[src/sppi_params.svh]
// Function
// - Global enable off blocks every interrupt
// - Bit 5 shared enable gates port and converter
// - Port interrupt enable bit 3, default off
// - Priority from upper and lower priority bits
// - Disabled port releases pins, ignores select
// - Clock pin output as master, input slave
// - Select ignore: role bit alone picks role
// - Low select on idle master forces slave
// - Stays slave until role bit set again
// - Selected slave drives its data output
// - Unselected slave data output high impedance
// - Idle master floats data out and clock
// - Active master drives data and clock
// - Master data write starts one byte
// - First bit within one bit time
// - Bytes exchanged between master and slave
// - Eight bits set done flag, request
// - Write during transfer sets collision, dropped
// - Received byte kept in read buffer
// - Writing 1 clears collision flag
// - Relocate bit moves pins to alternate port
// - Clock divide 4, 16, 64, 128
// - Polarity sets idle level and lead edge
// - Phase picks drive and sample edges
// - Writing 1 clears done flag
`ifndef SPPI_PARAMS_SVH
`define SPPI_PARAMS_SVH
`define SPPI_ADR_STATUS   8'h84
`define SPPI_ADR_CONTROL  8'h85
`define SPPI_ADR_DATA     8'h86
`define SPPI_ADR_AUX      8'h8E
`define SPPI_ADR_AUX2     8'hA2
`define SPPI_ADR_IE       8'hA8
`define SPPI_ADR_IPH      8'hB7
`define SPPI_ADR_IP       8'hB8
`define SPPI_CTL_RESET    8'h04
`define SPPI_B_IGNORE     7
`define SPPI_B_EN         6
`define SPPI_B_ORDER      5
`define SPPI_B_ROLE       4
`define SPPI_B_POL        3
`define SPPI_B_PHA        2
`define SPPI_B_DONE       7
`define SPPI_B_COLL       6
`define SPPI_B_GIE        7
`define SPPI_B_SHARED     5
`define SPPI_B_PORTIE     3
`define SPPI_B_ADCIE      4
`define SPPI_B_RELOC      5
`define SPPI_B_PRIO       5
`endif

[src/sppi_pkg.sv]
package sppi_pkg;
  typedef enum logic [1:0] {
    SPPI_IDLE = 2'b00,
    SPPI_LEAD = 2'b01,
    SPPI_TRAIL = 2'b10,
    SPPI_WAIT = 2'b11
  } sppi_state_t;
  typedef logic [7:0] sppi_byte_t;
endpackage

[src/sppi_if.sv]
`timescale 1ns/10ps
interface sppi_if;
  logic [1:0] rate;
  logic       tick;
  logic       run;
  modport gen (input rate, input run, output tick);
  modport use_(output rate, output run, input tick);
endinterface

[src/sppi_top.sv]
`timescale 1ns/10ps
`include "sppi_params.svh"
module sppi_top
  import sppi_pkg::*;
(
  input  wire logic       ref_clk,
  input  wire logic       reset,
  input  wire logic [7:0] addr,
  input  wire logic [7:0] wdata,
  input  wire logic       wr,
  input  wire logic       rd,
  output logic      [7:0] rdata,
  input  wire logic       sel_n_in,
  input  wire logic       sclk_in,
  input  wire logic       mosi_in,
  input  wire logic       miso_in,
  output logic            sclk_out,
  output logic            sclk_oe,
  output logic            mosi_out,
  output logic            mosi_oe,
  output logic            miso_out,
  output logic            miso_oe,
  output logic            alt_pins,
  input  wire logic       adc_req,
  output logic            irq,
  output logic      [1:0] irq_prio
);
  sppi_if rif();
  sppi_rate u_rate (
    .ref_clk (ref_clk),
    .reset   (reset),
    .rg      (rif)
  );

  // Two-flop synchronisers for pin inputs
  logic [3:0] s1_q;
  logic [3:0] s2_q;
  always_ff @(posedge ref_clk) begin
    if (reset) begin
      s1_q <= 4'hF;
      s2_q <= 4'hF;
    end else begin
      s1_q <= {sel_n_in, sclk_in, mosi_in, miso_in};
      s2_q <= s1_q;
    end
  end
  logic sel_n;
  logic sclk_s;
  logic mosi_s;
  logic miso_s;
  assign {sel_n, sclk_s, mosi_s, miso_s} = s2_q;

  logic [7:0] ctl_q, ctl_d, sta_q, sta_d, aux_q, aux_d;
  logic [7:0] aux2_q, aux2_d, ie_q, ie_d, iph_q, iph_d, ip_q, ip_d;
  logic [7:0] sh_q, sh_d, rbuf_q, rbuf_d, rdata_d;
  logic [2:0] bit_q, bit_d;
  logic       sclk_prev_q, sclk_prev_d;
  logic       lat_q, lat_d;
  sppi_state_t st_q, st_d;

  function automatic logic fbit(input logic [7:0] v, input logic lsb);
    fbit = lsb ? v[0] : v[7];
  endfunction
  function automatic logic [7:0] fshift(input logic [7:0] v, input logic lsb,
                                        input logic b);
    fshift = lsb ? {b, v[7:1]} : {v[6:0], b};
  endfunction

  logic en, ign, role, pol, pha, lsbf;
  assign en   = ctl_q[`SPPI_B_EN];
  assign ign  = ctl_q[`SPPI_B_IGNORE];
  assign role = ctl_q[`SPPI_B_ROLE];
  assign pol  = ctl_q[`SPPI_B_POL];
  assign pha  = ctl_q[`SPPI_B_PHA];
  assign lsbf = ctl_q[`SPPI_B_ORDER];

  logic is_master, slave_sel, active;
  // Role and selection
  assign is_master = en && role;
  assign slave_sel = en && !role && (ign || !sel_n);
  assign active    = (st_q != SPPI_IDLE);
  assign rif.rate  = ctl_q[1:0];
  assign rif.run   = is_master && active;

  logic wr_data, sclk_rise, sclk_fall, lead_e, trail_e;
  assign wr_data   = wr && (addr == `SPPI_ADR_DATA);
  assign sclk_rise = sclk_s && !sclk_prev_q;
  assign sclk_fall = !sclk_s && sclk_prev_q;
  // Leading edge depends on polarity
  assign lead_e    = pol ? sclk_fall : sclk_rise;
  assign trail_e   = pol ? sclk_rise : sclk_fall;

  logic pin_d;
  always_comb begin
    ctl_d = ctl_q;
    sta_d = sta_q;
    aux_d = aux_q;
    aux2_d = aux2_q;
    ie_d = ie_q;
    iph_d = iph_q;
    ip_d = ip_q;
    sh_d = sh_q;
    rbuf_d = rbuf_q;
    bit_d = bit_q;
    st_d = st_q;
    lat_d = lat_q;
    sclk_prev_d = sclk_s;
    pin_d = is_master ? miso_s : mosi_s;
    if (wr) begin
      case (addr)
        `SPPI_ADR_CONTROL: ctl_d = wdata;
        `SPPI_ADR_STATUS: begin
          if (wdata[`SPPI_B_DONE]) sta_d[`SPPI_B_DONE] = 1'b0;
          if (wdata[`SPPI_B_COLL]) sta_d[`SPPI_B_COLL] = 1'b0;
        end
        `SPPI_ADR_AUX:  aux_d = wdata;
        `SPPI_ADR_AUX2: aux2_d = wdata;
        `SPPI_ADR_IE:   ie_d = wdata;
        `SPPI_ADR_IPH:  iph_d = wdata;
        `SPPI_ADR_IP:   ip_d = wdata;
        default: ;
      endcase
    end
    if (!en) begin
      st_d = SPPI_IDLE;
    end else if (role && !ign && sel_n == 1'b0 && !active) begin
      ctl_d[`SPPI_B_ROLE] = 1'b0;
      sta_d[`SPPI_B_DONE] = 1'b1;
    end else if (wr_data) begin
      if (active) begin
        sta_d[`SPPI_B_COLL] = 1'b1;
      end else begin
        sh_d = wdata;
        if (is_master) begin
          // Phase 1 holds idle level a half bit before lead
          st_d = pha ? SPPI_WAIT : SPPI_LEAD;
          bit_d = 3'h0;
        end
      end
    end
    if (en) begin
      case (st_q)
        SPPI_IDLE: begin
          // Slave begins on first leading edge while selected
          if (slave_sel && lead_e) begin
            bit_d = 3'h0;
            if (!pha) begin
              lat_d = pin_d;
              st_d = SPPI_TRAIL;
            end else begin
              st_d = SPPI_TRAIL;
            end
          end
        end
        SPPI_LEAD: begin
          if ((is_master && rif.tick) || (!is_master && slave_sel && lead_e)) begin
            st_d = SPPI_TRAIL;
            if (!pha) lat_d = pin_d;
            else if (bit_q != 3'h0 && !is_master) sh_d = fshift(sh_q, lsbf, lat_q);
          end
        end
        SPPI_TRAIL: begin
          if ((is_master && rif.tick) || (!is_master && slave_sel && trail_e)) begin
            // Exchange of bytes by shifting
            if (!pha) sh_d = fshift(sh_q, lsbf, lat_q);
            else if (is_master) sh_d = fshift(sh_q, lsbf, pin_d);
            else lat_d = pin_d;
            bit_d = bit_q + 3'h1;
            st_d = SPPI_LEAD;
            if (bit_q == 3'h7) begin
              st_d = SPPI_IDLE;
              sta_d[`SPPI_B_DONE] = 1'b1;
              if (!pha) rbuf_d = fshift(sh_q, lsbf, lat_q);
              else rbuf_d = fshift(sh_q, lsbf, pin_d);
              sh_d = rbuf_d;
            end
          end
        end
        SPPI_WAIT: begin
          if (!is_master) begin
            st_d = SPPI_IDLE;
          end else if (rif.tick) begin
            st_d = SPPI_LEAD;
          end
        end
        default: st_d = SPPI_IDLE;
      endcase
    end
    case (addr)
      `SPPI_ADR_CONTROL: rdata_d = ctl_q;
      `SPPI_ADR_STATUS:  rdata_d = {sta_q[7:6], 6'h00};
      `SPPI_ADR_DATA:    rdata_d = rbuf_q;
      `SPPI_ADR_AUX:     rdata_d = aux_q;
      `SPPI_ADR_AUX2:    rdata_d = aux2_q;
      `SPPI_ADR_IE:      rdata_d = ie_q;
      `SPPI_ADR_IPH:     rdata_d = iph_q;
      `SPPI_ADR_IP:      rdata_d = ip_q;
      default:           rdata_d = 8'h00;
    endcase
    if (!rd) rdata_d = 8'h00;
  end

  // Pin drive
  logic sclk_o_d, sclk_oe_d, mosi_d, mosi_oe_d, miso_d, miso_oe_d, irq_d;
  always_comb begin
    sclk_o_d  = pol ^ (pha ? (st_q == SPPI_LEAD) : (st_q == SPPI_TRAIL));
    sclk_oe_d = is_master && active;
    mosi_oe_d = is_master && active;
    miso_oe_d = slave_sel;
    mosi_d    = fbit(sh_q, lsbf);
    miso_d    = fbit(sh_q, lsbf);
    // Shared request gating
    irq_d = ie_q[`SPPI_B_GIE] && ie_q[`SPPI_B_SHARED] &&
            ((sta_q[`SPPI_B_DONE] && aux_q[`SPPI_B_PORTIE]) ||
             (adc_req && aux_q[`SPPI_B_ADCIE]));
  end

  always_ff @(posedge ref_clk) begin
    if (reset) begin
      ctl_q <= `SPPI_CTL_RESET;
      sta_q <= 8'h00;
      aux_q <= 8'h00;
      aux2_q <= 8'h00;
      ie_q <= 8'h00;
      iph_q <= 8'h00;
      ip_q <= 8'h00;
      sh_q <= 8'h00;
      rbuf_q <= 8'h00;
      bit_q <= 3'h0;
      st_q <= SPPI_IDLE;
      lat_q <= 1'b0;
      sclk_prev_q <= 1'b1;
      rdata <= 8'h00;
      sclk_out <= 1'b0;
      sclk_oe <= 1'b0;
      mosi_out <= 1'b0;
      mosi_oe <= 1'b0;
      miso_out <= 1'b0;
      miso_oe <= 1'b0;
      alt_pins <= 1'b0;
      irq <= 1'b0;
      irq_prio <= 2'h0;
    end else begin
      ctl_q <= ctl_d;
      sta_q <= sta_d;
      aux_q <= aux_d;
      aux2_q <= aux2_d;
      ie_q <= ie_d;
      iph_q <= iph_d;
      ip_q <= ip_d;
      sh_q <= sh_d;
      rbuf_q <= rbuf_d;
      bit_q <= bit_d;
      st_q <= st_d;
      lat_q <= lat_d;
      sclk_prev_q <= sclk_prev_d;
      rdata <= rdata_d;
      sclk_out <= sclk_o_d;
      sclk_oe <= sclk_oe_d;
      mosi_out <= mosi_d;
      mosi_oe <= mosi_oe_d;
      miso_out <= miso_d;
      miso_oe <= miso_oe_d;
      alt_pins <= aux2_q[`SPPI_B_RELOC];
      irq <= irq_d;
      irq_prio <= {iph_q[`SPPI_B_PRIO], ip_q[`SPPI_B_PRIO]};
    end
  end
endmodule

[src/sppi_rate.sv]
`timescale 1ns/10ps
`include "sppi_params.svh"
module sppi_rate
  import sppi_pkg::*;
(
  input wire logic ref_clk,
  input wire logic reset,
  sppi_if.gen      rg
);
  logic [5:0] cnt_q;
  logic [5:0] cnt_d;
  logic [5:0] lim;
  logic       tick_q;
  logic       tick_d;
  // Half period in clocks: 2,8,32,64 (bit /4,/16,/64,/128)
  always_comb begin
    case (rg.rate)
      2'b00: lim = 6'h01;
      2'b01: lim = 6'h07;
      2'b10: lim = 6'h1F;
      default: lim = 6'h3F;
    endcase
    tick_d = 1'b0;
    cnt_d = cnt_q + 6'h01;
    if (!rg.run) begin
      cnt_d = 6'h00;
    end else if (cnt_q >= lim) begin
      cnt_d = 6'h00;
      tick_d = 1'b1;
    end
  end
  always_ff @(posedge ref_clk) begin
    if (reset) begin
      cnt_q <= 6'h00;
      tick_q <= 1'b0;
    end else begin
      cnt_q <= cnt_d;
      tick_q <= tick_d;
    end
  end
  assign rg.tick = tick_q;
endmodule

[config.mk]
export PLATFORM = sky130hd
export DESIGN_NAME = sppi_top
export DESIGN_NICKNAME = d
export VERILOG_FILES = /design/src/sppi_pkg.sv /design/src/sppi_if.sv /design/src/sppi_top.sv /design/src/sppi_rate.sv
export VERILOG_INCLUDE_DIRS = /design/src
export SDC_FILE = /design/constraint.sdc
export NUM_CORES = 1
export LEC_CHECK = 0
export BUFFER_PORTS_ARGS = -buffer_cell sky130_fd_sc_hd__buf_4
export CORE_MARGIN = 1
export CORE_UTILIZATION = 35
export CTS_BUF_LIST = sky130_fd_sc_hd__clkbuf_8 sky130_fd_sc_hd__clkbuf_16
export CTS_CLUSTER_SIZE = 25
export DETAILED_ROUTE_END_ITERATION = 10
export PLACE_DENSITY = 0.55
export SYNTH_ARGS = -nofsm -noshare
export SYNTH_HDL_FRONTEND = slang
export SYNTH_SLANG_ARGS = --single-unit
[constraint.sdc]
create_clock -name ref_clk -period 2.2 [get_ports ref_clk]
set_input_delay 0.44 -clock ref_clk [delete_from_list [all_inputs] [get_ports ref_clk]]
set_output_delay 0.44 -clock ref_clk [all_outputs]
set_load 0.02 [all_outputs]
---- After elaboration in Yosys (flattened, before gate mapping) ----
Cells that the tools add are included.
operators by class
  add/subtract/negate cells ............... 2
  reduce and logical (&&, ||, !) cells .... 47
  bitwise logic cells ..................... 4
  order comparisons ....................... 1
  muxes and demuxes ....................... 71
  eq/ne operators ......................... 19
operators with widths
  operator               number
  $mux W8                15
  $eq A8 B8 Y1 const B   8
  $pmux W8 S8            1
  $mux W2                15
  $mux W1                25
  $mux W3                8
  $logic_and A1 B1 Y1    20
  $pmux W6 S3            1
  $pmux W8 S2            1
  $reduce_and A2 Y1      6
  $mux W5                2
  $ne A2 B2 Y1 const B   5
  $pmux W2 S4            1
  $logic_not A1 Y1       7
  $reduce_and A7 Y1      1
  $add A6 B1 Y6 const B  1
  $eq A2 B2 Y1 const B   3
  $ge A6 B6 Y1           1
  $pmux W3 S2            1
  $reduce_bool A3 Y1     2
  $eq A2 B1 Y1 const B   2
  $logic_not A2 Y1       2
  $logic_or A1 B1 Y1     4
  $reduce_and A4 Y1      1
  8 further kinds        11
storage, ports and cells
  input port bits ......................... 25
  output and inout bits ................... 18
  flip-flop bits (word level) ............. 104

---- Longest topological paths before layout ----
Gate-level depths: netlist (run 1).
  depth after elaboration ................. 12
  gate-level depth with buffers ........... 7
  depth with buffers taken out ............ 7

---- By module ----
Synthesis (run 1) repeated with hierarchy kept, for this count alone.
unflattened totals
  cells, all modules ...................... 547
  area, all modules ....................... 4882.2 µm²
modules (own cells, without submodules)
  module     times used  area each (µm²)  cells each
  sppi_top   1           4501.8           505
  sppi_rate  1           380.4            42

---- Worst setup path before layout (run 1) ----
Ideal clock, no wire load.
  path kind ............................... register to register
  start point ............................. reg ctl_q[1]
  end point ............................... reg u_rate.cnt_q[2]
  data arrival time ....................... 1844 ps
  required time ........................... 2134 ps
  stages on the path, launching flop included .. 8
  clock period less this slack ............ 1910 ps
  slack ................................... 290 ps
  library setup time ...................... 66 ps
  path buffers ............................ 0
  cells stage by stage .................... dfxtp_1 -> nor2_1 -> ha_1 -> a21o_1 -> a21o_1 -> a2111oi_0 -> o21ai_1 -> nor2_1
between the ends
  longest elaborated chain between the ends .. 4
  elaborated cells on any way between the ends .. 6
  those cells by class .................... order compare: 1; eq/ne: 2; mux: 1; reduce/logical: 2
ends and longest elaborated chain
  item                                        line             source
  start, declared                             sppi_top.sv:53   logic [7:0] ctl_q, ctl_d, sta_q, sta_d, aux_q, aux_d;
  start signal, assigned                      sppi_top.sv:220  ctl_q <= `SPPI_CTL_RESET;
  start signal, assigned                      sppi_top.sv:244  ctl_q <= ctl_d;
  $eq A2 B2 Y1, or another cell as far along  sppi_rate.sv:17  case (rg.rate)
  $pmux W6 S3 (*)                             sppi_rate.sv:17
  $ge A6 B6 Y1 (*)                            sppi_rate.sv:27  end else if (cnt_q >= lim) begin
  $reduce_or A3 Y1 (no source line) (*)       n/a
  end signal, assigned                        sppi_rate.sv:37  cnt_q <= cnt_d;
  end, declared                               sppi_rate.sv:10  logic [5:0] cnt_q;
Mark *: on every way between the ends. The rest lies on a longest branch, timed or not.
A chain may end at the register's enable or synchronous reset.

---- Final worst setup path (run 1) ----
  start point ............................. reg ctl_q[0]
  end point ............................... reg u_rate.cnt_q[4]
Same word-level chain as after synthesis.

==> results of run 1 <==
## cell type report
type	count	area [um^2]
repair buffers	69	543
clock buffers	9	225
inverters	14	52.6
flip-flops and latches	104	2080
well taps	180	225
multi-input cells	402	2620
clock inverters	7	52.6
fillers	1363	8020
## layout by cell type, fill, tap and decap left out, types with 7 or more instances in the layout
cell / instances
buf_4: 67
a21oi_1: 51
mux2i_1: 23
nand3_1: 31
dfxtp_1: 104
a222oi_1: 9
clkbuf_16: 9
nand2_1: 94
a211oi_1: 7
nor2_1: 26
a21oi_2: 16
or2_2: 10
inv_1: 13
ha_1: 14
## cell families after synthesis
group	count (synthesis)
and+or+nand+nor	209
AOI/OAI and AO/OA	148
DFF	104
buffers and inverters	48
muxes	26
adders and majority gates	14
xor gates and xnor gates	5
## worst min path at each step
stage	depth (start not counted)	to	startpoint
floorplan	1	s2_q[0]$_SDFF_PP1_	s1_q[0]$_SDFF_PP1_
global placement	1	s2_q[0]$_SDFF_PP1_	s1_q[0]$_SDFF_PP1_
detailed placement	1	s2_q[0]$_SDFF_PP1_	s1_q[0]$_SDFF_PP1_
CTS	2	s1_q[3]$_SDFF_PP1_	sel_n_in
global route	2	s1_q[3]$_SDFF_PP1_	sel_n_in
finish	2	s1_q[2]$_SDFF_PP1_	sclk_in
## what timing repair did
item,in CTS,in global routing
hold endpoints to repair,0,0
endpoints found under the setup margin,0,6
resized for setup,0,2
## state kept, by name (all words and copies together) (netlist names), 2 cells and up
| signal | flops |
|---|---|
| rdata | 8 |
| bit_q | 3 |
| st_q | 2 |
| irq_prio | 2 |
| ip_q | 8 |
| ie_q | 8 |
| s1_q | 4 |
| sh_q | 8 |
| aux_q | 8 |
| aux2_q | 8 |
| ctl_q | 8 |
| u_rate.cnt_q | 6 |
| iph_q | 8 |
| rbuf_q | 8 |
| sta_q | 2 |
| s2_q | 4 |
## through the flow
stage | cell area [um^2] | cells
2_1_floorplan | 4930 | 554
3_3_place_gp | 5520 | 769
3_5_place_dp | 5520 | 769
4_1_cts | 5800 | 785
5_1_grt | 5800 | 785
6_report | 5800 | 785
## layer usage
| layer | vias to the layer above | global-route usage (%) |
|---|---|---|
| met4 | 0 | 9.34 |
| met3 | 20 | 3.02 |
| met1 | 2045 | 26.8 |
| met2 | 146 | 28.3 |
| li1 | 2105 | - |
| met5 | - | 0 |
## power by group
part | total (uW) | internal [uW] | switching [uW]
combinational | 162 | 59.1 | 103
clock | 1520 | 778 | 742
sequential | 1890 | 1890 | 3.99
==> results.yml, run 1 <==
global_route:
  overflow: 0
  antenna_found_initial: 0
  grt_use_total_pct: 19.1
  grt_pass1_vias: 4051
  grt_start_max_net_pins: 58
  grt_pass1_wl_um: 21500
floorplanning:
  placementRows: 43
  start_util_pct: 35.7
  die_height_um: 121
  core-area_um2: 13800
  dieArea_um2: 14600
  die_w_um: 121
  pin_count: 43
sta:
  rsz0062_at_grt: "no"
  fin_crit_ps: 1990
  maxSlewViolCount: 0
  fin_tns_setup_ps: 0
  holdWs_ps: 269
  hold_viol: 0
  finalSetupViolCount: 0
  setup_slack_ps: 211
  maxSlewHeadroom_pct: 49.6
  min_period_over_period_pct: 90.4
  max_freq_mhz: 503
  finClkSkew_ps: 11.6
  tightest_slew_ps: 754
detailed_routing:
  via_per_inst: 5.50
  routed_wl_um: 13400
  routed-wl-met3_um: 740
  drt-initial-drc-count: 424
  top_layer: "met4"
  m1WireLength_um: 6380
  vias: 4316
  ant_nets: 0
  dr.pass1.iters: 6
  wl_per_cell_um: 17.1
  drt_drc_violations_left: 0
  route.met2.wl_um: 5930
synth:
  synth_area_leaders: "dfxtp_1 (42%), nand2_1 (7.2%), a21oi_1 (5.2%), mux2i_1 (4.7%), ha_1 (3.6%)"
  seq_area_frac_synth_pct: 42.2
  synth_top_family_by_area: "simple AND/OR/NAND/NOR gates"
  synth_warnings: 0
  synth_largest_area_cell: "dfxtp_1"
  syn_area_um2: 4930
  synth_adder_area_share_pct: 3.55
  syn-num-nets: 593
  synth-compound-area-share_pct: 21.6
  syn_area_per_cell_um2: 8.90
  synth.cells.most_frequent: "dfxtp_1 (104), nand2_1 (94), a21oi_1 (51)"
  synth_xor_area_share_pct: 0.888
  synthDominantCellAreaShare_pct: 42.2
  async_reset_ff_share_pct: 0
  synth_top_flop_cell: "dfxtp_1"
  synthMuxAreaShare_pct: 5.35
  syn_inst: 554
  synth.most_common_cell: "dfxtp_1"
  synth_simple_gate_area_share_pct: 21.7
  synth-edff-count: 0
  synthDistinctLibCells: 64
  ys_seq_elements: 104
cells_and_area:
  area_growth_pct: 17.7
  fin_util_pct: 42.0
  antennaDiodeCount: 0
  drive_above_1_share_pct: 20.7
  nets: 639
power:
  leakage_uw: 0.00201
  peakVddDrop_v: 0.000323
  finalPower_uw: 3580
  power.density_nw_per_um2: 616
worst_setup_path:
  crit_type: "flop to flop"
  crit_fanout: 6
  reg2reg_setup_slack_ps: 210
  worstSetupEndpointType: "flop"
  cpLargestDelayFamily: "compound AO/OA/AOI/OAI gates"
  required_ps: 2480
  crit_end: "u_rate.cnt_q[4]$_SDFF_PP0_"
  r2r_cells: 7
  critPathBufInv: 0
  worst-path-stages: 7
  r2r_end: "u_rate.cnt_q[4]$_SDFF_PP0_"
  path_cells: "nor2_1 > ha_1 > a21o_1 > a21o_1 > a2111oi_2 > o21ai_1 > nor2_1"
  critical_path.max_stage_delay_ps: 420
  setup.worst_path.start: "ctl_q[0]$_SDFFE_PP0P_"
  cp-start-kind: "flop"
  rr_startpoint: "ctl_q[0]$_SDFFE_PP0P_"
  worstPathArrival_ps: 2260
  critPathSlowestCell: "a2111oi_2"
cts:
  cts-root-buf: "clkbuf_16"
  numClockSinks: 104
  h-tree-depth: 3
  holdBufCountCts: 0
  cts_tree: "yes"
  cts_buffers: 9
  clk_pin_slew_worst_paths_ps: 70
  postCtsSetupBuffers: 0
  clk_path_buf_depth: 2
  clock_latency_ps: 350
outcome:
  outcome: "finished clean"
placed_design:
  dp_hpwl_um: 9710
  portBuffers: 42
  gp_congestion: 0.873
  place_ws_ps: 50.9
job:
  cap_violations: 0
worst_hold_path:
  min_path_type: "input port to flop"
No activity file was read; power rests on OpenSTA's default activity.
==> run 2, diff against run 1 <==
- clock period: 2.2 -> 2 ns (I/O delays scaled with it)
==> run 2 against run 1 <==
Sequential share of layout area fell by 1.0 points. Critical path type unchanged. Core utilization rose by 1.2 points. Register-to-register slack got worse by 60 ps. Non-clock buffer count increased by 17. Total power increased by 16%. First-iteration DRC count decreased by 30%.
==> results.yml, run 2 (synthesized netlist as in run 1, its figures left out) <==
outcome:
  outcome: "finished clean"
floorplanning:
  pin_count: 43
  core-area_um2: 13800
  start_util_pct: 35.7
  placementRows: 43
  die_w_um: 121
  die_height_um: 121
  dieArea_um2: 14600
worst_setup_path:
  worstSetupEndpointType: "flop"
  critical_path.max_stage_delay_ps: 410
  crit_fanout: 7
  critPathBufInv: 0
  required_ps: 2240
  worstPathArrival_ps: 2090
  crit_type: "flop to flop"
  path_cells: "and3b_1 > o211a_1 > o21ai_0 > nor2_1 > mux2_2"
  critPathSlowestCell: "o21ai_0"
  cp-start-kind: "flop"
  cpLargestDelayFamily: "compound AO/OA/AOI/OAI gates"
sta:
  fin_tns_setup_ps: 0
  setup_slack_ps: 150
  min_period_over_period_pct: 92.5
  fin_crit_ps: 1850
  hold_viol: 0
  rsz0062_at_grt: "no"
  tightest_slew_ps: 511
  maxSlewViolCount: 0
  maxSlewHeadroom_pct: 65.9
  finClkSkew_ps: 7.59
  max_freq_mhz: 541
  finalSetupViolCount: 0
cells_and_area:
  final_common_cell: "dfxtp_1"
  final_cell_mix: "dfxtp_1 (104), nand2_1 (94), buf_4 (84)"
  area_growth_pct: 21.1
  nets: 656
  antennaDiodeCount: 0
  fin_util_pct: 43.2
  drive_above_1_share_pct: 23.2
placed_design:
  dp_hpwl_um: 9680
  portBuffers: 42
  place_ws_ps: -47.2
  gp_congestion: 0.863
global_route:
  grt_use_total_pct: 19.7
  grt_start_max_net_pins: 36
  overflow: 0
  grt_pass1_vias: 4128
  grt_pass1_wl_um: 22000
  antenna_found_initial: 0
cts:
  clk_pin_slew_worst_paths_ps: 70
  h-tree-depth: 3
  numClockSinks: 104
  clk_path_buf_depth: 2
  clock_latency_ps: 350
  cts_buffers: 9
  holdBufCountCts: 0
  cts_tree: "yes"
  cts-root-buf: "clkbuf_16"
detailed_routing:
  dr.pass1.iters: 6
  wl_per_cell_um: 16.8
  via_per_inst: 5.40
  vias: 4329
  drt_drc_violations_left: 0
  ant_nets: 0
  drt-initial-drc-count: 296
  routed_wl_um: 13500
worst_hold_path:
  min_path_type: "input port to flop"
power:
  leakage_uw: 0.00211
  peakVddDrop_v: 0.000431
  power.density_nw_per_um2: 693
job:
  cap_violations: 0
==> run 2: through the flow <==
| stage | std cells | power, uW | hold slack, ps | area [um^2] |
|---|---|---|---|---|
| global placement | 784 | 2310 | 396 | 5630 |
| floorplan | 554 | 2220 | 389 | 4930 |
| finish | 802 | 4140 | 229 | 5970 |
| detailed placement | 784 | 2320 | 396 | 5630 |
| global route | 802 | 4280 | 224 | 5970 |
| CTS | 800 | 4180 | 221 | 5950 |
==> run 2: cell type report <==
cell class / count / area [um^2]
fillers: 1365 / 7850
multi-input cells: 402 / 2630
flip-flops and latches: 104 / 2080
repair buffers: 86 / 671
clock buffers: 11 / 253
well taps: 180 / 225
clock inverters: 5 / 61.3
inverters: 14 / 52.6
==> run 2: final timing paths <==
kind / to / from / depth (start not counted) / slack, ps
worst max-delay path: bit_q[0]$_SDFF_PP0_ / ctl_q[3]$_SDFFE_PP0P_ / 5 / 150
worst min-delay path: s1_q[2]$_SDFF_PP1_ / sclk_in / 2 / 230
worst max register to register: bit_q[0]$_SDFF_PP0_ / ctl_q[3]$_SDFFE_PP0P_ / 5 / 150
worst min register to register: s2_q[0]$_SDFF_PP1_ / s1_q[0]$_SDFF_PP1_ / 1 / 410
==> run 2: what timing repair did <==
| item | CTS | global route |
|---|---|---|
| pin swaps | 0 | 4 |
| endpoints found under the setup margin | 6 | 14 |
| resized for setup | 2 | 2 |
| buffers inserted | 0 | 2 |
==> run 2: where the power goes <==
part           switching (uW)  total, uW  internal (uW)
Sequential               4.44       2080           2080
Combinational             118        187           69.9
Clock                     818       1870           1050
Total                     940       4140           3200
==> run 2: routing by layer <==
layer  routed length [um]  GRT usage, %  up-vias
li1                     -             -     2126
met1                 6410          27.0     2088
met2                 6320          31.6       98
met3                  576          2.74       17
met4                  197          7.25        0
met5                    0             0        -
